## config.mk

```make
export PLATFORM = sky130hd
export DESIGN_NAME = pdft_core
export DESIGN_NICKNAME = d
export VERILOG_FILES = /design/src/pdft_port.v /design/src/pdft_core.v
export VERILOG_INCLUDE_DIRS = /design/src
export SDC_FILE = /design/constraint.sdc
export NUM_CORES = 1
export LEC_CHECK = 0
export BUFFER_PORTS_ARGS = -buffer_cell sky130_fd_sc_hd__buf_4
export CELL_PAD_IN_SITES_DETAIL_PLACEMENT = 1
export CELL_PAD_IN_SITES_GLOBAL_PLACEMENT = 2
export CORE_MARGIN = 3
export CORE_UTILIZATION = 39
export CTS_CLUSTER_DIAMETER = 150
export CTS_CLUSTER_SIZE = 20
export DETAILED_ROUTE_END_ITERATION = 10
export PLACE_DENSITY = 0.86
export SLEW_MARGIN = 20
export SYNTH_ARGS = -nofsm -noshare
export SYNTH_HDL_FRONTEND = slang
export SYNTH_HIERARCHICAL = 1
export SYNTH_SLANG_ARGS = --single-unit
```

## constraint.sdc

```tcl
create_clock -name core_clk_i -period 3.8 [get_ports core_clk_i]
set_clock_uncertainty 0.15 [all_clocks]
set_input_delay 0.76 -clock core_clk_i [delete_from_list [all_inputs] [get_ports core_clk_i]]
set_output_delay 0.76 -clock core_clk_i [all_outputs]
set_load 0.01 [all_outputs]
```

## src/pdft_map.vh

```
`ifndef PDFT_MAP_VH
`define PDFT_MAP_VH
// ---------------------------------------------------------------
// register offsets
// ---------------------------------------------------------------
`define PDFT_ADDR_DROP_EN   8'h13
`define PDFT_ADDR_DET_CLS   8'h14
`define PDFT_ADDR_PRIO      8'h15
`define PDFT_ADDR_TIMING    8'h16
// ---------------------------------------------------------------
// field positions and reset values
// ---------------------------------------------------------------
`define PDFT_LIM_MSB        7
`define PDFT_LIM_LSB        6
`define PDFT_INR_MSB        5
`define PDFT_INR_LSB        4
`define PDFT_CUT_MSB        3
`define PDFT_CUT_LSB        2
`define PDFT_DROP_MSB       1
`define PDFT_DROP_LSB       0
`define PDFT_TIMING_RESET   8'h00
`define PDFT_PRIO_RSVD_RST  4'h0
// ---------------------------------------------------------------
// port modes
// ---------------------------------------------------------------
`define PDFT_MODE_OFF       2'h0
`define PDFT_MODE_MANUAL    2'h1
`define PDFT_MODE_SEMI      2'h2
`define PDFT_MODE_AUTO      2'h3
// ---------------------------------------------------------------
// timing, in ms unless named otherwise
// ---------------------------------------------------------------
`define PDFT_CLK_PERIOD_NS  8
`define PDFT_MS_NS          1000000
`define PDFT_UP_DIV         4'hf
`define PDFT_RECOVER_PCT    17'h0000d
`define PDFT_T_60           10'h03c
`define PDFT_T_30           10'h01e
`define PDFT_T_15           10'h00f
`define PDFT_T_10           10'h00a
`define PDFT_T_90           10'h05a
`define PDFT_T_120          10'h078
`define PDFT_T_180          10'h0b4
`define PDFT_T_240          10'h0f0
`define PDFT_T_360          10'h168
`define PDFT_T_720          10'h2d0
`endif

```

## src/pdft_port.v

```verilog
`timescale 1ns/1ps
`include "pdft_map.vh"
module pdft_port (
	// clock, reset and time base
	input  wire        core_clk_i,
	input  wire        reset_n_i,
	input  wire        tick_ms_i,
	input  wire        tick_up_i,
	// configuration
	input  wire [1:0]  mode_i,
	input  wire        det_en_i,
	input  wire        cls_en_i,
	input  wire        drop_en_i,
	input  wire [7:0]  timing_i,
	input  wire        high_power_i,
	input  wire [11:0] cooldown_ms_i,
	// synchronised comparators
	input  wire        below_drop_i,
	input  wire        above_cut_i,
	input  wire        limiting_i,
	input  wire        inrush_lim_i,
	input  wire        pg_i,
	// commands
	input  wire        pwr_on_cmd_i,
	input  wire        off_req_i,
	input  wire        off_cmd_i,
	// detect and class engine
	input  wire        det_done_i,
	input  wire        det_valid_i,
	input  wire        cls_done_i,
	input  wire        cls_bad_i,
	// outputs
	output reg         det_start_o,
	output reg         cls_start_o,
	output reg         det_clr_o,
	output reg         cls_clr_o,
	output reg         power_on_o,
	output reg         power_good_o,
	output reg         drop_fault_o,
	output reg         cooling_o,
	output reg         fault_inr_o,
	output reg         fault_cut_o,
	output reg         fault_lim_o
);
	localparam S_IDLE = 3'h0;
	localparam S_DET  = 3'h1;
	localparam S_CLS  = 3'h2;
	localparam S_INR  = 3'h3;
	localparam S_ON   = 3'h4;
	localparam S_COOL = 3'h5;

	reg  [2:0]  state;
	reg  [11:0] tmr;
	reg  [9:0]  lim_t;
	reg  [9:0]  cut_t;
	reg  [9:0]  drop_t;
	reg  [9:0]  above_t;
	reg  [9:0]  lim_max;
	reg  [9:0]  inr_max;
	reg  [9:0]  cut_max;
	reg  [9:0]  drop_max;
	wire [16:0] rec_x;
	wire [16:0] rec_q;
	wire        manual;
	wire        kill;
	wire        drop_hit;

	// ---------------------------------------------------------------
	// time selections
	// ---------------------------------------------------------------
	always @* begin
		if (!high_power_i)
			lim_max = `PDFT_T_60;
		else case (timing_i[`PDFT_LIM_MSB:`PDFT_LIM_LSB])
			2'h0:    lim_max = `PDFT_T_60;
			2'h1:    lim_max = `PDFT_T_30;
			2'h2:    lim_max = `PDFT_T_15;
			default: lim_max = `PDFT_T_10;
		endcase
		case (timing_i[`PDFT_INR_MSB:`PDFT_INR_LSB])
			2'h1:    inr_max = `PDFT_T_30;
			2'h2:    inr_max = `PDFT_T_120;
			default: inr_max = `PDFT_T_60; // reserved code behaves as default
		endcase
		case (timing_i[`PDFT_CUT_MSB:`PDFT_CUT_LSB])
			2'h0:    cut_max = `PDFT_T_60;
			2'h1:    cut_max = `PDFT_T_30;
			2'h2:    cut_max = `PDFT_T_120;
			default: cut_max = `PDFT_T_240;
		endcase
		case (timing_i[`PDFT_DROP_MSB:`PDFT_DROP_LSB])
			2'h0:    drop_max = `PDFT_T_360;
			2'h1:    drop_max = `PDFT_T_90;
			2'h2:    drop_max = `PDFT_T_180;
			default: drop_max = `PDFT_T_720;
		endcase
	end

	// recovery window, a least time so it rounds up
	assign rec_x    = {7'h00, drop_max} * `PDFT_RECOVER_PCT + 17'h00063;
	assign rec_q    = rec_x / 17'h00064;
	assign manual   = (mode_i == `PDFT_MODE_MANUAL);
	assign kill     = off_req_i | (mode_i == `PDFT_MODE_OFF);
	assign drop_hit = drop_en_i & below_drop_i & tick_ms_i & (drop_t <= 10'h001);

	// ---------------------------------------------------------------
	// port sequencer and fault timers
	// ---------------------------------------------------------------
	always @(posedge core_clk_i or negedge reset_n_i) begin
		if (!reset_n_i) begin
			state <= S_IDLE;
			tmr <= 12'h000;
			lim_t <= 10'h000;
			cut_t <= 10'h000;
			drop_t <= 10'h000;
			above_t <= 10'h000;
			det_start_o <= 1'b0;
			cls_start_o <= 1'b0;
			det_clr_o <= 1'b0;
			cls_clr_o <= 1'b0;
			power_on_o <= 1'b0;
			power_good_o <= 1'b0;
			drop_fault_o <= 1'b0;
			cooling_o <= 1'b0;
			fault_inr_o <= 1'b0;
			fault_cut_o <= 1'b0;
			fault_lim_o <= 1'b0;
		end else begin
			det_start_o <= 1'b0;
			cls_start_o <= 1'b0;
			det_clr_o <= 1'b0;
			cls_clr_o <= 1'b0;
			fault_inr_o <= 1'b0;
			fault_cut_o <= 1'b0;
			fault_lim_o <= 1'b0;
			cooling_o <= (state == S_COOL);
			if (state == S_INR || state == S_ON)
				power_good_o <= power_good_o | pg_i;
			// the clearing command also kills the port, so the clear wins over a timeout in the same cycle
			if (state == S_ON && !kill && drop_hit)
				drop_fault_o <= 1'b1;
			else if (off_cmd_i)
				drop_fault_o <= 1'b0;
			case (state)
			S_IDLE: begin
				if (kill) begin
					state <= S_IDLE;
				end else if (pwr_on_cmd_i) begin
					state <= S_INR;
					tmr <= 12'h000;
					power_on_o <= 1'b1;
				end else if (!manual && det_en_i && cls_en_i) begin
					state <= S_DET;
					det_start_o <= 1'b1;
				end else if (manual && det_en_i) begin
					state <= S_DET;
					det_start_o <= 1'b1;
				end else if (manual && cls_en_i) begin
					state <= S_CLS;
					cls_start_o <= 1'b1;
				end
			end
			S_DET: begin
				if (kill) begin
					state <= S_IDLE;
				end else if (det_done_i) begin
					if (manual) begin
						det_clr_o <= 1'b1;
						state <= S_IDLE;
					end else if (det_valid_i) begin
						state <= S_CLS;
						cls_start_o <= 1'b1;
					end else begin
						state <= S_IDLE; // class skipped
					end
				end
			end
			S_CLS: begin
				if (kill) begin
					state <= S_IDLE;
				end else if (cls_done_i) begin
					cls_clr_o <= manual;
					if (mode_i == `PDFT_MODE_AUTO && !cls_bad_i) begin
						state <= S_INR;
						tmr <= 12'h000;
						power_on_o <= 1'b1;
					end else begin
						state <= S_IDLE;
					end
				end
			end
			S_INR: begin
				if (kill) begin
					state <= S_IDLE;
					power_on_o <= 1'b0;
					power_good_o <= 1'b0;
				end else if (tmr >= {2'h0, inr_max}) begin
					if (inrush_lim_i) begin
						state <= S_COOL;
						tmr <= 12'h000;
						power_on_o <= 1'b0;
						power_good_o <= 1'b0;
						fault_inr_o <= 1'b1;
					end else begin
						state <= S_ON;
						lim_t <= lim_max;
						cut_t <= cut_max;
						drop_t <= drop_max;
						above_t <= 10'h000;
					end
				end else if (tick_ms_i) begin
					tmr <= tmr + 12'h001;
				end
			end
			S_ON: begin
				if (kill) begin
					state <= S_IDLE;
					power_on_o <= 1'b0;
					power_good_o <= 1'b0;
				end else if (tick_ms_i && limiting_i && lim_t <= 10'h001) begin
					state <= S_COOL;
					tmr <= 12'h000;
					power_on_o <= 1'b0;
					power_good_o <= 1'b0;
					fault_lim_o <= 1'b1;
				end else if (tick_ms_i && above_cut_i && cut_t <= 10'h001) begin
					state <= S_COOL;
					tmr <= 12'h000;
					power_on_o <= 1'b0;
					power_good_o <= 1'b0;
					fault_cut_o <= 1'b1;
				end else if (drop_hit) begin
					state <= S_IDLE;
					power_on_o <= 1'b0;
					power_good_o <= 1'b0;
				end else if (tick_ms_i) begin
					if (limiting_i)
						lim_t <= lim_t - 10'h001;
					else if (tick_up_i && lim_t < lim_max)
						lim_t <= lim_t + 10'h001;
					if (above_cut_i)
						cut_t <= cut_t - 10'h001;
					else if (tick_up_i && cut_t < cut_max)
						cut_t <= cut_t + 10'h001;
					// never counts below zero, reloads after a steady recovery
					if (!drop_en_i || !below_drop_i) begin
						if (above_t + 10'h001 >= rec_q[9:0]) begin
							drop_t <= drop_max;
							above_t <= 10'h000;
						end else begin
							above_t <= above_t + 10'h001;
						end
					end else begin
						above_t <= 10'h000;
						drop_t <= drop_t - 10'h001;
					end
				end
			end
			S_COOL: begin
				// enables stay stored and are acted on once this ends
				if (tmr >= cooldown_ms_i) begin
					state <= S_IDLE;
				end else if (!kill && manual && pwr_on_cmd_i) begin
					state <= S_INR;
					tmr <= 12'h000;
					power_on_o <= 1'b1;
				end else if (tick_ms_i) begin
					tmr <= tmr + 12'h001;
				end
			end
			default: state <= S_IDLE;
			endcase
		end
	end
endmodule

```

## src/pdft_core.v

```verilog
`timescale 1ns/1ps
`include "pdft_map.vh"
// Summary of operation
// - enabled dropout timer runs while current is low, timeout powers off, flags fault.
// - dropout timer starts after inrush, reloads after steady 13% recovery, floors zero.
// - dropout delay field picks 360, 90, 180 or 720 ms.
// - manual mode runs one detect or class cycle, then clears that enable.
// - a power-off command clears that port's detect and class enables.
// - semi-auto repeats detection, classifies only after a valid detection.
// - auto mode classifies after valid detection, then powers unless class is bad.
// - during cool-down detect and class enables wait until cool-down ends.
// - after cool-down semi and auto restart detection if detect and class enables are both set.
// - low fast-off pin powers off every port with its priority bit set.
// - inrush, overload or limit faults clear power-good and power-on flags.
// - limit timer loads after inrush, counts down while limiting, zero starts cool-down.
// - below limit the limit timer counts up at 1/16 rate, saturating.
// - limit time is 60 ms unless high-power, then field picks 60/30/15/10.
// - still inrush-limited after inrush time means power off and cool-down.
// - overload timer loads after inrush, counts down above cut, up at 1/16.
// - overload field picks 60, 30, 120 or 240 ms.
// - one shared timing register, reset zero, holds four two-bit fields.
// - port mode codes are off, manual, semi-automatic and automatic.
// - strap-dependent reset values load only after power-on or reset input.
module pdft_core #(
	parameter TICK_CYCLES = `PDFT_MS_NS / `PDFT_CLK_PERIOD_NS
) (
	// clock and reset
	input  wire        core_clk_i,
	input  wire        reset_n_i,
	// register command port
	input  wire        reg_wr_i,
	input  wire [7:0]  reg_addr_i,
	input  wire [7:0]  reg_wdata_i,
	output reg  [7:0]  reg_rdata_o,
	// settings held elsewhere in the device
	input  wire [7:0]  mode_i,
	input  wire [3:0]  high_power_port_flag_i,
	input  wire [11:0] cooldown_ms_i,
	input  wire        auto_strap_i,
	// push-button commands, one cycle each
	input  wire [3:0]  power_on_cmd_i,
	input  wire [3:0]  power_off_cmd_i,
	input  wire [3:0]  port_reset_i,
	// pins and analog comparators
	input  wire        fast_off_pin_n_i,
	input  wire [3:0]  below_dropout_i,
	input  wire [3:0]  above_cut_i,
	input  wire [3:0]  limiting_i,
	input  wire [3:0]  inrush_limiting_i,
	input  wire [3:0]  drain_good_i,
	// detection and classification engine
	input  wire [3:0]  detect_done_i,
	input  wire [3:0]  detect_valid_i,
	input  wire [3:0]  class_done_i,
	input  wire [3:0]  class_bad_i,
	output wire [3:0]  detect_start_o,
	output wire [3:0]  class_start_o,
	// port status
	output wire [3:0]  power_on_flag_o,
	output wire [3:0]  power_good_flag_o,
	output wire [3:0]  dropout_fault_flag_o,
	output wire [3:0]  cooldown_active_o,
	output wire [3:0]  fault_inrush_o,
	output wire [3:0]  fault_overload_o,
	output wire [3:0]  fault_limit_o
);
	// ---------------------------------------------------------------
	// declarations
	// ---------------------------------------------------------------
	reg  [21:0] sync_a;
	reg  [21:0] sync_b;
	reg  [16:0] tick_cnt;
	reg  [3:0]  up_cnt;
	reg         tick_ms;
	reg         tick_up;
	reg  [1:0]  init_cnt;
	reg  [3:0]  dropout_check_enable;
	reg  [3:0]  detect_enable;
	reg  [3:0]  class_enable;
	reg  [3:0]  fast_off_priority;
	reg  [3:0]  prio_rsvd;
	reg  [7:0]  fault_timing_config;
	reg  [7:0]  next_rdata;
	wire [3:0]  s_below;
	wire [3:0]  s_cut;
	wire [3:0]  s_lim;
	wire [3:0]  s_inr;
	wire [3:0]  s_pg;
	wire        s_pin_n;
	wire        s_strap;
	wire [3:0]  off_req;
	wire [3:0]  det_clr;
	wire [3:0]  cls_clr;
	wire        wr_det_cls;
	wire        init_load;
	wire [3:0]  strap_fill;

	// ---------------------------------------------------------------
	// input synchronisers
	// ---------------------------------------------------------------
	// every pin and comparator crosses in; only the second stage is read
	always @(posedge core_clk_i or negedge reset_n_i) begin
		if (!reset_n_i) begin
			sync_a <= 22'h300000;
			sync_b <= 22'h300000;
		end else begin
			sync_a <= {auto_strap_i, fast_off_pin_n_i, drain_good_i, inrush_limiting_i,
				limiting_i, above_cut_i, below_dropout_i};
			sync_b <= sync_a;
		end
	end

	assign s_below = sync_b[3:0];
	assign s_cut   = sync_b[7:4];
	assign s_lim   = sync_b[11:8];
	assign s_inr   = sync_b[15:12];
	assign s_pg    = sync_b[19:16];
	assign s_pin_n = sync_b[20];
	assign s_strap = sync_b[21];

	// ---------------------------------------------------------------
	// millisecond time base
	// ---------------------------------------------------------------
	// one shared divider keeps all port timers in step; the slow up-count
	// is every sixteenth tick
	always @(posedge core_clk_i or negedge reset_n_i) begin
		if (!reset_n_i) begin
			tick_cnt <= 17'h00000;
			up_cnt <= 4'h0;
			tick_ms <= 1'b0;
			tick_up <= 1'b0;
		end else begin
			tick_ms <= 1'b0;
			tick_up <= 1'b0;
			if (tick_cnt >= TICK_CYCLES[16:0] - 17'h00001) begin
				tick_cnt <= 17'h00000;
				tick_ms <= 1'b1;
				up_cnt <= up_cnt + 4'h1;
				tick_up <= (up_cnt == `PDFT_UP_DIV);
			end else begin
				tick_cnt <= tick_cnt + 17'h00001;
			end
		end
	end

	// ---------------------------------------------------------------
	// strap capture after reset release
	// ---------------------------------------------------------------
	// wait two edges so the synchronised strap is settled before use
	always @(posedge core_clk_i or negedge reset_n_i) begin
		if (!reset_n_i)
			init_cnt <= 2'h0;
		else if (init_cnt != 2'h3)
			init_cnt <= init_cnt + 2'h1;
	end

	assign init_load  = (init_cnt == 2'h2);
	assign strap_fill = {4{s_strap}};

	// ---------------------------------------------------------------
	// register writes
	// ---------------------------------------------------------------
	assign wr_det_cls = reg_wr_i && (reg_addr_i == `PDFT_ADDR_DET_CLS);
	// fast-off acts like a port reset, held for as long as the pin is low
	assign off_req = power_off_cmd_i | port_reset_i |
		(fast_off_priority & {4{~s_pin_n}});

	always @(posedge core_clk_i or negedge reset_n_i) begin
		if (!reset_n_i) begin
			dropout_check_enable <= 4'h0;
			detect_enable <= 4'h0;
			class_enable <= 4'h0;
			fast_off_priority <= 4'h0;
			prio_rsvd <= `PDFT_PRIO_RSVD_RST;
			fault_timing_config <= `PDFT_TIMING_RESET;
		end else if (init_load) begin
			dropout_check_enable <= strap_fill;
			detect_enable <= strap_fill;
			class_enable <= strap_fill;
			fast_off_priority <= strap_fill;
		end else begin
			if (reg_wr_i && reg_addr_i == `PDFT_ADDR_DROP_EN)
				dropout_check_enable <= reg_wdata_i[3:0];
			if (reg_wr_i && reg_addr_i == `PDFT_ADDR_PRIO) begin
				fast_off_priority <= reg_wdata_i[7:4];
				prio_rsvd <= reg_wdata_i[3:0];
			end
			if (reg_wr_i && reg_addr_i == `PDFT_ADDR_TIMING)
				fault_timing_config <= reg_wdata_i;
			// a host write wins over a same-cycle hardware clear
			if (wr_det_cls) begin
				detect_enable <= reg_wdata_i[3:0];
				class_enable <= reg_wdata_i[7:4];
			end else begin
				detect_enable <= detect_enable & ~det_clr & ~power_off_cmd_i;
				class_enable <= class_enable & ~cls_clr & ~power_off_cmd_i;
			end
		end
	end

	// ---------------------------------------------------------------
	// register reads
	// ---------------------------------------------------------------
	// data is registered, so it follows the address one cycle later
	always @* begin
		case (reg_addr_i)
			`PDFT_ADDR_DROP_EN: next_rdata = {4'h0, dropout_check_enable};
			`PDFT_ADDR_DET_CLS: next_rdata = {class_enable, detect_enable};
			`PDFT_ADDR_PRIO:    next_rdata = {fast_off_priority, prio_rsvd};
			`PDFT_ADDR_TIMING:  next_rdata = fault_timing_config;
			default:            next_rdata = 8'h00;
		endcase
	end

	always @(posedge core_clk_i or negedge reset_n_i) begin
		if (!reset_n_i)
			reg_rdata_o <= 8'h00;
		else
			reg_rdata_o <= next_rdata;
	end

	// ---------------------------------------------------------------
	// per-port controllers
	// ---------------------------------------------------------------
	genvar p;
	generate
		for (p = 0; p < 4; p = p + 1) begin : g_port
			pdft_port u_port (
				.core_clk_i    (core_clk_i),
				.reset_n_i     (reset_n_i),
				.tick_ms_i     (tick_ms),
				.tick_up_i     (tick_up),
				.mode_i        (mode_i[2*p+1:2*p]),
				.det_en_i      (detect_enable[p]),
				.cls_en_i      (class_enable[p]),
				.drop_en_i     (dropout_check_enable[p]),
				.timing_i      (fault_timing_config),
				.high_power_i  (high_power_port_flag_i[p]),
				.cooldown_ms_i (cooldown_ms_i),
				.below_drop_i  (s_below[p]),
				.above_cut_i   (s_cut[p]),
				.limiting_i    (s_lim[p]),
				.inrush_lim_i  (s_inr[p]),
				.pg_i          (s_pg[p]),
				.pwr_on_cmd_i  (power_on_cmd_i[p] & ~power_off_cmd_i[p]),
				.off_req_i     (off_req[p]),
				.off_cmd_i     (power_off_cmd_i[p]),
				.det_done_i    (detect_done_i[p]),
				.det_valid_i   (detect_valid_i[p]),
				.cls_done_i    (class_done_i[p]),
				.cls_bad_i     (class_bad_i[p]),
				.det_start_o   (detect_start_o[p]),
				.cls_start_o   (class_start_o[p]),
				.det_clr_o     (det_clr[p]),
				.cls_clr_o     (cls_clr[p]),
				.power_on_o    (power_on_flag_o[p]),
				.power_good_o  (power_good_flag_o[p]),
				.drop_fault_o  (dropout_fault_flag_o[p]),
				.cooling_o     (cooldown_active_o[p]),
				.fault_inr_o   (fault_inrush_o[p]),
				.fault_cut_o   (fault_overload_o[p]),
				.fault_lim_o   (fault_limit_o[p])
			);
		end
	endgenerate
endmodule

```

==> results list, run 1 <==
- Status: finished clean
- In this run the worst hold path is classified as primary input to async pin.
- For the final routed database, the setup TNS stands at 0 ns.
- dfrtp_1 is the most common cell in the netlist.
- Slowest library cell on the worst path: dfrtp_1
- The synthesized design contains 0 enable-type register cells.
- Initial antenna violation count: 5
- Worst endpoint required time: roughly 4 ns
* Fraction of final layout cells sized beyond drive strength 1: 11.5%
- Area Growth Syn to Fin: 10.9%
- Total of flip-flops plus latches after synthesis: 369
- Height of the die: 263 µm
- Minimum setup slack in the final design: roughly 0.24 ns
* Average wire length per cell after detail routing: 22.2 µm
- The wire-length estimate of the detail-placed layout is ~65000 µm.
- Setup repair after global routing left no endpoint under its margin.
* Fraction of synthesis flops using an asynchronous set or reset pin: 100%
- Power per cell area: 270 nW/µm²
* Max Cap Viol: 0
- Leakage component of the power: 12.8 nW
* Period utilisation layout: 93.7%
- Number of instances in the synthesized netlist: 2916
* Number of port buffers: 136
* Worst VDD drop: 347 µV
* Number of buffers inserted during clock tree synthesis: 22
* Highest Clock Rate: between 200 and 300 MHz
- The critical path runs through a total of 13 cells.
- H-Tree Depth: 1
- Synthesized cell area: 25800 µm²
* Family of cells with the greatest summed delay on the critical path: compound AO/OA/AOI/OAI gates
- Mean instance size in the synthesized netlist: approximately 8.9 µm²
- Full die area: ~69000 µm²
- Count of filler cells inserted in the layout: 7589
- The max-slew violation total from the final report came to 0.
- Counting tap cells, the placed design contains a total of 3853 instances.
- The setup path with the least slack is of type flip-flop to flip-flop.
* Number of nets in the final layout: 3331
- The critical path goes through buf_4 -> inv_1 -> ha_1 -> and3_1 -> o21ai_0 -> ha_1 -> a211oi_1 -> o21ai_0 -> a41oi_1 -> o2111ai_1 -> buf_4 -> and2_1 -> a22o_1.
* Overall power: 7.76 mW
- Maximum number of pins on one net before global-route repair: 80
- FP Rows: 93
* TritonRoute pass-1 iters: 5
* Main synth FF type: dfrtp_1
- Yosys warning count: 6
- Beginning of the worst register-to-register path: fault_timing_config[0]
- Across all layers, the routed design uses ~24000 vias.
- Clock-pin slew was measured on the worst setup and hold paths at 0.09 ns.
- Headroom to the max-slew limit came out at 31.3%.
* Transition at the pin with the smallest max-transition slack: 1.03 ns
- Final cell count without fillers: 3895
- Setup violations remaining at the end of the flow were counted as 0.
* Post-detailed-route DRC marker count: 0
- Starting density of the core: 39.7%
* Clock Sink Count: 369
* Post-CTS setup repair buffer count: 0
- Slack of the worst reg-to-reg path: 0.24 ns
* Wire length of the first global-routing pass: roughly 140000 µm
- Number of violations reported at the end of detailed-routing iteration 0: 1472
- TritonCTS built the clock tree.
- Top cell types by occurrence after synthesis: dfrtp_1, nand2_1, ha_1
* Arrival time reported for the critical path endpoint: 3.87 ns
- Worst hold slack: a little over 0.04 ns
- For this run, the total global-route usage over all layers was measured as 24.2%.
- The endpoint identified for the worst register-to-register timing path is g_port[2].u_port/drop_t[6].
* Total buffers and inverters traversed by the critical path: 3
* Placement-stage worst setup slack: 0.201 ns
- In the post-synthesis netlist, the biggest area contributors are dfrtp_1, ha_1, nand2_1.
* Worst R2R Path Depth: 13
- Root buf cell: clkbuf_16
* Count of boundary I/O pins: 137
* Horizontal extent of the die: 263 µm
- The number of global-route vias before repair came to 24468.
* Skew-Pair Late Insertion Delay: 0.57 ns
* Setup crit start kind: flip-flop
- Of all cell types, the one taking the most synthesized area is dfrtp_1.
* Antenna Violating Nets Remaining: 0
* Seq/Total Area, Yosys: 35.7%
- Routability-driven placement finished with a final weighted congestion of 0.881.
* Worst-path fanout max: 21
* Longest Clk Path Bufs: 3
- Final count of hold timing violations: 0
* Detail-routed via count per cell: 6.10
* Sum of routed wire length over all layers: 86500 µm
- Share of Yosys cell area claimed by the top area cell type: 35.3%
- Cell variety after synth: 111
- Clock period minus final worst setup slack: 3.56 ns
- STA classifies the critical path endpoint as a flip-flop.
- On the worst path, the slowest cell contributes a delay of between 0.4 and 0.5 ns.
- Post-synthesis net count: 3225
* Overall overflow remaining after global route: 0
- Floorplan core area: ~65000 µm²
-- cell usage in the layout (no fill, tap or decap), drive strengths merged, types with 14 or more instances in the layout --
cell type  netlist  routed
and4            20      20
and2            18      18
nor2           217     217
o31ai           65      65
a31oi           78      78
o41ai           34      34
a22o            18      18
a21oi          131     131
nand4           41      41
nor3b           23      23
nand3          134     134
a21o            21      21
xor2            22      22
o211ai          28      28
and3            46      46
nor4            52      52
nor3            88      88
xnor2           35      35
mux2            30      30
or3             53      53
o21ai          170     170
inv            197     197
o21bai          15      15
or4             27      27
nand2          222     222
buf             42     208
o22ai           20      20
o221ai          16      16
ha             216     216
mux2i           14      14
o2111ai         16      16
nor2b           53      53
clkbuf          84      39
o22a            16      16
a211oi          26      26
dfrtp          365     365
nand2b          34      34
-- layer usage --
metal	routed length, µm	vias up	GRT usage [%]
met1	40100	12093	33.5
met2	40800	501	40.5
li1	-	11064	-
met5	0	-	0
met4	2060	0	6.05
met3	3530	102	2.50
-- power by group --
part / switching, mW / leakage, nW / internal (mW)
Clock: 1.47 / 0.309 / 1.15
Sequential: 0.178 / 4.76 / 4.03
Combinational: 0.566 / 7.71 / 0.369
Total: 2.21 / 12.8 / 5.55
-- state kept, by name, indices dropped and copies added (netlist names), 8 cells and up --
name and flops:
fault_timing_config 8, reg_rdata_o 8, g_port.u_port/state 12, g_port.u_port/above_t 40
sync_b 22, g_port.u_port/drop_t 40, tick_cnt 17, g_port.u_port/lim_t 40
g_port.u_port/tmr 48, g_port.u_port/cut_t 40, sync_a 22
-- worst max path at each step --
stage / end / start
floorplan: g_port[1].u_port/above_t[5] / fault_timing_config[0]
global placement: g_port[0].u_port/drop_t[8] / power_off_cmd_i[0]
detailed placement: g_port[3].u_port/tmr[5] / cooldown_ms_i[11]
CTS: g_port[1].u_port/above_t[0] / g_port[1].u_port/above_t[0]
global route: g_port[1].u_port/cut_t[2] / fault_timing_config[4]
finish: g_port[2].u_port/drop_t[6] / fault_timing_config[0]
-- stage by stage --
stage | util [%] | instance area, µm²
finish | 44.1 | 28700
global route | 44.1 | 28700
CTS | 44.0 | 28600
detailed placement | 43.0 | 28000
global placement | 43.0 | 28000
floorplan | - | 25800
-- cell type report --
| cell class | instances | area, µm² | share of cell area [%] |
|---|---|---|---|
| Sequential cell | 369 | 9240 | 32.2 |
| Antenna cell | 2 | 5.00 | 0.0175 |
| Clock inverter | 1 | 16.3 | 0.0567 |
| Inverter | 197 | 739 | 2.58 |
| Timing Repair Buffer | 208 | 1650 | 5.75 |
| Tap cell | 855 | 1070 | 3.73 |
| Multi-Input combinational cell | 2224 | 15300 | 53.4 |
| Clock buffer | 39 | 636 | 2.22 |
-- cell families (layout without fill, tap and decap cells) --
group           Yosys count  in the layout  synth area share (%)
xor+xnor                 57             57                  1.93
buf+inv                 323            445                  5.11
compound gates          786            786                  21.2
fa+ha+maj               219            219                  10.6
flops                   369            369                  35.7
mux                      44             44                  1.85
other cells               4              6                0.0581
simple gates           1114           1114                  23.5
-- repair_timing --
item	CTS	global route
endpoints found under the setup margin	0	21
gates resized for setup	0	5
hold buffers	0	0
-- worst reg2reg max path, delay by kind of cell, from the launching register on --
family	cells	cell delay, ns
AO/OA/AOI/OAI	6	1.09
buffers and inverters	3	0.64
adder cells (fa/ha/maj)	2	0.61
AND/OR/NAND/NOR	2	0.51
flip-flops	1	0.45
Power figures use the tool's default switching activity.
==> inputs of run 2 (changes only) <==
ABC_AREA = 1   (was not set)
CORE_UTILIZATION = 36   (was 39)
PLACE_DENSITY = 0.87   (was 0.86)
==> results list, run 2 <==
* Transition at the pin with the smallest max-transition slack: 0.664 ns (-0.362 ns)
- Maximum number of pins on one net before global-route repair: 66 (-18%)
- The starting utilization of the core area came to 36.5% (-3.3 points).
- The met3 track utilization from global routing came to 1.77% (-0.74 points).
* Register with the most flip-flops: g_port.u_port/tmr
- The aggregate negative setup slack came to 0 ns (unchanged).
- Vias in the first global route: 29272 (+20%)
- For this run, the leading register cell type out of synthesis is dfrtp_1.
- Post-synthesis net count: 4757 (+48%)
- The met2 capacity usage during global routing is 40.2% (-0.22 points).
* Wire length of the first global-routing pass: 162000 µm (+17%)
- Critical setup path kind: flip-flop to flip-flop
- Routability congestion estimate from global placement: 0.860 (-2.4%)
- The register area share after synthesis came to 31.3% (-4.4 points).
- The number of top-level pins was 137 (unchanged).
- Number of violations reported at the end of detailed-routing iteration 0: 1459 (-0.88%)
* Post-CTS setup repair buffer count: 0 (unchanged)
- The overall overflow remaining after global route is 0 (unchanged).
* Sum of routed wire length over all layers: 99700 µm (+15%)
- In this run the worst hold path is classified as primary input to async pin.
- Share of synthesized cell area in full adder, half adder and majority cells: 9.15% (-1.4 points)
- Number of buffers inserted during clock tree synthesis: 22 (unchanged)
* Final cell count without fillers: 5627 (+44%)
- The instance area at placement is 31700 µm² (+13%).
- The post-synthesis instance total is 4448 (+53%).
* Mean instance size in the synthesized netlist: 6.64 µm² (-25%)
* Synthesized cell area: 29500 µm² (+14%)
* Post-detailed-route DRC marker count: 0 (unchanged)
* Total of flip-flops plus latches after synthesis: 369 (unchanged)
* Floorplan core area: 80900 µm² (+24%)
- The number of placed instances with taps included was 5593 (+45%).
- The leakage dissipation came to 17.2 nW (+35%).
- Number of nets in the final layout: 4866 (+46%)
- The final-report hold violation count is 0 (unchanged).
* Compound-Gate Fraction of Synth Area: 6.58% (-15 points)
* Arrival time reported for the critical path endpoint: 3.76 ns (-0.11 ns)
* Post-synth EDFFs: 0 (unchanged)
- Setup crit start kind: flip-flop
- The maximum clock insertion buffer count came to 3 (unchanged).
* Overall via count from detail_route: 28875 (+22%)
- Most area-consuming cells after synthesis: dfrtp_1, nand2_1, ha_1
* Detail-routed via count per cell: 5.13 (-16%)
- The overall track demand over capacity in global routing is 23.1% (-1.0 points).
- The overall die height was 292 µm (+11%).
- The depth of the CTS H-tree is 1 (unchanged).
- Power per cell area: 269 nW/µm² (-0.55%)
- The ratio of cells with drive above 1 in the final layout was 8.04% (-3.4 points).
* Layer carrying the most global-route usage: met2
- Clock tree synthesis selected as its root buffer the cell clkbuf_16.
- Highest Clock Rate: 291 MHz (+3.5%)
- The count of port buffers added during placement was 136 (unchanged).
* FP Rows: 104 (+12%)
- Overall power: 8.70 mW (+12%)
* Average wire length per cell after detail routing: 17.7 µm (-20%)
* Clock tree from TritonCTS: yes
* Worst endpoint required time: 4.12 ns (about the same)
* Area fraction in and, or, nand and nor cells after synthesis: 39.3% (+16 points)
* Clock transition at the registers of the reported paths: 0.10 ns (about the same)
- Skew-Pair Late Insertion Delay: 0.59 ns (+0.02 ns)
- Post-route cell area: 32300 µm² (+13%)
- Share of Yosys cell area claimed by the top area cell type: 30.9% (-4.4 points)
* Clock Sink Count: 369 (unchanged)
* Max Cap Viol: 0 (unchanged)
- Minimum setup slack in the final design: 0.360 ns (+0.119 ns)
* Worst-path fanout max: 12 (-43%)
- The headroom to the max-slew limit was 55.5% (+24 points).
* Most common cell in the synthesized netlist: nand2_1
- The count of warnings emitted by yosys came to 6 (unchanged).
- The flip-flop count of the largest register after layout is 48 (unchanged).
- From synthesis to final layout, the design area changed by 9.57%.
- The post-DP HPWL was 76400 µm (+17%).
- Status: finished clean
* Placement-stage worst setup slack: 0.189 ns (-0.0118 ns)
* Horizontal extent of the die: 292 µm (+11%)
- The worst setup path is captured at a flip-flop.
- The async set or reset register ratio after synthesis was 100% (unchanged).
- TritonRoute pass-1 iters: 5 (unchanged)
- Combinational family with the most area after synthesis: simple AND/OR/NAND/NOR gates
- Commonest cells after routing, fill and taps aside: nand2_1, nand3_1, nor2_1
* Period utilisation layout: 90.5% (-3.1 points)
* Most common library cell in the layout ignoring fill and taps: nand2_1
- Library cell occupying the most area in the post-synthesis netlist: dfrtp_1
* Count of final setup violators: 0 (unchanged)
* Full die area: 85500 µm² (+23%)
- Cell variety after synth: 63 (-43%)
- Clock period minus final worst setup slack: 3.44 ns (-0.119 ns)
* Xor/xnor share of the synthesized area: 4.36% (+2.4 points)
- The met1 demand-to-capacity share in global routing came to 31.6% (-1.9 points).
- Initial antenna violation count: 4 (-1)
* Antenna Violating Nets Remaining: 0 (unchanged)
* Fraction of synthesized area in multiplexers: 0% (-1.8 points)
- The largest voltage drop on the vdd net was 284 µV (-18%).
- Top cell types by occurrence after synthesis: nand2_1, nand3_1, nor2_1
- Unrepaired setup endpoints after global routing: no
* Final Max Slew Viols: 0 (unchanged)
## run 2: cell types whose count changed after synthesis, sizes merged, moves of 57 or more
cell   change
a31oi     -75
o31ai     -61
xor2      +94
nand2   +1260
nor2     +312
inv      +346
nand4     +57
nand3    +387
## run 2: kinds of logic after synthesis
kind of cell	count (synthesis)
AOI/OAI and AO/OA	340
buffers and inverters	665
other	4
adders and majority gates	216
xor gates and xnor gates	147
and+or+nand+nor	2707
DFF	369
## run 2: critical path: stages (launching register included)
cell	delay (ns)
dfrtp_1	0.38
buf_4	0.19
inv_1	0.14
ha_1	0.33
nand2_1	0.09
inv_1	0.09
a32oi_1	0.12
ha_1	0.32
nand2_1	0.07
nor2_1	0.09
o21ai_0	0.10
nand2_1	0.07
nand2_1	0.04
nand4_1	0.07
nand2_1	0.05
nand2_1	0.42
clkinvlp_4	0.40
nand3_1	0.15
nand2_1	0.06
## run 2: path summary, 6_finish.rpt
kind / from / depth (start not counted) / slack, ns / end
max in group asynchronous: reset_n_i / 2 / 2.52 / sync_a[21]
worst max register to register: fault_timing_config[1] / 18 / 0.36 / g_port[1].u_port/above_t[2]
worst min register to register: sync_a[13] / 0 / 0.18 / sync_b[13]
worst min-delay path: reset_n_i / 1 / 0.01 / g_port[2].u_port/lim_t[6]
worst max-delay path: fault_timing_config[1] / 18 / 0.36 / g_port[1].u_port/above_t[2]
min in group core_clk_i: drain_good_i[1] / 1 / 0.11 / sync_a[17]
## run 2: power breakdown
part           switching [mW]  leakage, nW  total, mW  internal (mW)
Clock                    1.51        0.300       2.63           1.12
Combinational            1.08         12.0       1.71          0.636
Sequential              0.274         4.94       4.36           4.08
## run 2: through the flow
stage	hold WS [ns]	utilization (%)
after global placement	0.183	39.2
after CTS	0.000141	40.0
after detailed placement	0.186	39.2
after global routing	0.0254	40.0
final	0.0109	40.0
after floorplan	0.181	-
## run 2: layout make-up
cell class,instances,area [µm²]
clock inverters,1,16.3
inverters,553,2090
clock buffers,31,606
multi-input cells,3414,17500
repair buffers,197,1520
flip-flops and latches,369,9240
diodes,2,5.00
fillers,10631,48600
well taps,1060,1330
## run 2: timing repair
item                                    4_1_cts  5_1_grt
hold buffers                                  0        0
endpoints found under the setup margin        0       29
gates resized for setup                       0        2
## run 2: layer usage
layer | vias up | wire length (µm)
li1 | 14380 | -
met1 | 14053 | 47800
met2 | 338 | 47100
met3 | 98 | 2450
met4 | 6 | 2300
met5 | - | 46
==> inputs of run 3 (changes only) <==
MAX_ROUTING_LAYER = met4   (was not set)
==> results list, run 3 (synthesis results as in run 2) <==
- The count of port buffers added during placement came to 136 (unchanged).
- The first-pass GRT wire length is 162000 µm (about the same).
* Post-detailed-route DRC marker count: 0 (unchanged)
- The met2 capacity usage during global routing came to 40.4% (+0.11 points).
- Arrival time reported for the critical path endpoint: 3.76 ns (about the same)
- The flow ran to the end, and the final reports show no timing, DRC or antenna violations.
* Worst endpoint required time: 4.12 ns (about the same)
- Number of violations reported at the end of detailed-routing iteration 0: 1395 (-4.4%)
- The peak fanout along the critical path was 12 (unchanged).
- Traced cell by cell, the critical path runs through inv_1 -> ha_1 -> nand2_1 -> inv_1 -> a32oi_1 -> ha_1 -> nand2_1 -> nor2_1 -> o21ai_0 -> nand2_1 -> nand2_1 -> nand4_1 -> nand2_1 -> nand2_1 -> clkinvlp_4 -> nand3_1 -> nand2_1.
* Max reg flops: 48 (unchanged)
- The final-report hold violation count was 0 (unchanged).
- Total Neg Setup Slack: 0 ns (unchanged)
* Total instance count after detailed placement: 5593 (unchanged)
- Overall overflow remaining after global route: 0 (unchanged)
* Starting density of the core: 36.5% (unchanged)
* Leakage component of the power: 17.2 nW (about the same)
- Crit-path max cell delay: 0.54 ns (+0.12 ns)
- The average vias per placed instance came to 5.12 (-0.21%).
* Fraction of final layout cells sized beyond drive strength 1: 8.04% (unchanged)
- Routability congestion estimate from global placement: 0.874 (+1.6%)
- The overall track demand over capacity in global routing was 23.8% (+0.70 points).
- The flip-flop and latch area was 9240 µm² (unchanged).
* Worst R2R Path Depth: 17 (-1)
- Category of the worst setup path capture point: flip-flop
- Maximum number of pins on one net before global-route repair: 66 (unchanged)
- Clock Sink Count: 369 (unchanged)
* TritonRoute pass-1 iters: 7 (+2)
- Count of final setup violators: 0 (unchanged)
* CP dominant cell by count: nand2_1
- Setup repair after global routing left no endpoint under its margin.
* H-Tree Depth: 1 (unchanged)
- The total power draw is 8.69 mW (-0.16%).
- The remaining number of nets flagged by the antenna check after routing came to 0 (unchanged).
- The number of global-route vias before repair came to 29263 (-0.031%).
- Max Cap Viol: 0 (unchanged)
* Number of cells on the critical path: 17 (-1)
* Highest Clock Rate: 291 MHz (about the same)
* Count of filler cells inserted in the layout: 10631 (unchanged)
* Beginning of the worst register-to-register path: fault_timing_config[0]
- Slack of the worst reg-to-reg path: 0.36 ns (about the same)
* Floorplan core area: 80900 µm² (unchanged)
- The post-CTS setup repair buffer count is 0 (unchanged).
- Setup crit start kind: flip-flop
- The post-DP HPWL came to 76400 µm (unchanged).
- Most common library cell in the layout ignoring fill and taps: nand2_1
* Multi-input combinational cell area: 17500 µm² (unchanged)
- Root buf cell: clkbuf_16
* Average wire length per cell after detail routing: 17.7 µm (about the same)
- Critical setup path kind: flip-flop to flip-flop
* Final cell count without fillers: 5630 (+0.053%)
- The x dimension of the die is 292 µm (unchanged).
- The number of nets in the finished design is 4866 (unchanged).
- Height of the die: 292 µm (unchanged)
- The total via count in the routed design came to 28831 (-0.15%).
* End of the critical path: g_port[1].u_port/above_t[2]
- The area overhead of the layout relative to synthesis came to 9.60% (about the same).
* Register with the most flip-flops: g_port.u_port/tmr
- Count of boundary I/O pins: 137 (unchanged)
- Worst VDD drop: 281 µV (-1.0%)
- The overall die area is 85500 µm² (unchanged).
- Met3 demand-to-capacity share in global routing: 1.79% (+0.023 points)
* Slowest library cell on the worst path: dfrtp_2
- Period utilisation layout: 90.5% (about the same)
* Total buffers and inverters traversed by the critical path: 3 (-1)
- Final Max Slew Viols: 0 (unchanged)
- In this run the worst setup path begins at fault_timing_config[0].
- Final core utilization: 40.0% (about the same)
* Transition at the pin with the smallest max-transition slack: 0.680 ns (+0.0166 ns)
- Skew-Pair Late Insertion Delay: 0.59 ns (about the same)
* Remaining max-slew budget at the tightest pin: 54.3% (-1.1 points)
- Longest Clk Path Bufs: 3 (unchanged)
* Clock period minus final worst setup slack: 3.44 ns (-0.00176 ns)
- The met1 demand-to-capacity share in global routing is 31.6% (-0.033 points).
* Commonest cells after routing, fill and taps aside: nand2_1, nand3_1, nor2_1
- Initial antenna violation count: 4 (unchanged)
- The clock transition time at the flip-flop clock pins of the worst setup and hold paths was 0.10 ns (about the same).
* Number of buffers inserted during clock tree synthesis: 22 (unchanged)
* Path category of the worst min-delay check: primary input to async pin
- FP Rows: 104 (unchanged)
* Clock tree from TritonCTS: yes
- Power per cell area: 268 nW/µm² (-0.19%)
* Family of cells with the greatest summed delay on the critical path: simple AND/OR/NAND/NOR gates
* Sum of routed wire length over all layers: 99700 µm (about the same)
* Endpoint of the lowest-slack register-to-register path: g_port[1].u_port/above_t[2]
- In this run the most used layer during global routing was met2.
## run 3: cell count changes in the layout (fill, tap and decap cells not counted)
cell	delta
diode_2	+3
## run 3: timing repair
| action | CTS | global route |
|---|---|---|
| gates resized for setup | 0 | 2 |
| hold buffers | 0 | 0 |
| endpoints found under the setup margin | 0 | 29 |
## run 3: worst min path at each step
stage	to	from	slack [ns]	cells past startpoint
after floorplan	sync_b[0]	sync_a[0]	0.18	0
after global placement	sync_b[17]	sync_a[17]	0.18	0
after detailed placement	sync_b[17]	sync_a[17]	0.19	0
after CTS	g_port[2].u_port/lim_t[6]	reset_n_i	0.0001	1
after global routing	g_port[2].u_port/lim_t[6]	reset_n_i	0.03	1
final	g_port[2].u_port/lim_t[6]	reset_n_i	0.007	1
## run 3: worst reg2reg max path, cell delays in order, from the launching register on
cell and delay (ns):
dfrtp_2 0.54, inv_1 0.18, ha_1 0.33, nand2_1 0.09
inv_1 0.09, a32oi_1 0.12, ha_1 0.32, nand2_1 0.07
nor2_1 0.09, o21ai_0 0.10, nand2_1 0.07, nand2_1 0.04
nand4_1 0.07, nand2_1 0.05, nand2_1 0.42, clkinvlp_4 0.39
nand3_1 0.15, nand2_1 0.06
## run 3: final cells by class
class / count / area share (%)
multi-input combinational: 3414 / 54.2
sequential: 369 / 28.6
inverter: 553 / 6.45
timing repair buffer: 197 / 4.71
tap: 1060 / 4.10
clock buffer: 31 / 1.87
clock inverter: 1 / 0.0503
antenna: 5 / 0.0387
## run 3: power breakdown
part	internal (mW)	switching, mW	total, mW
Clock	1.12	1.50	2.62
Combinational	0.636	1.08	1.71
Sequential	4.08	0.273	4.36
Total	5.84	2.85	8.69
## run 3: through the flow
stage	setup WS, ns	instance area (µm²)	hold slack (ns)
after floorplan	0.844	29500	0.181
after global placement	0.247	31700	0.183
after detailed placement	0.189	31700	0.186
after CTS	0.152	32300	0.000141
after global routing	0.0597	32400	0.0254
final	0.361	32400	0.00711
## run 3: layer usage
layer  share of wire, %  vias up
li1                   -    14389
met1                 48    14034
met3                2.4       91
met5                  0        -
met4                2.1        0
met2                 47      317
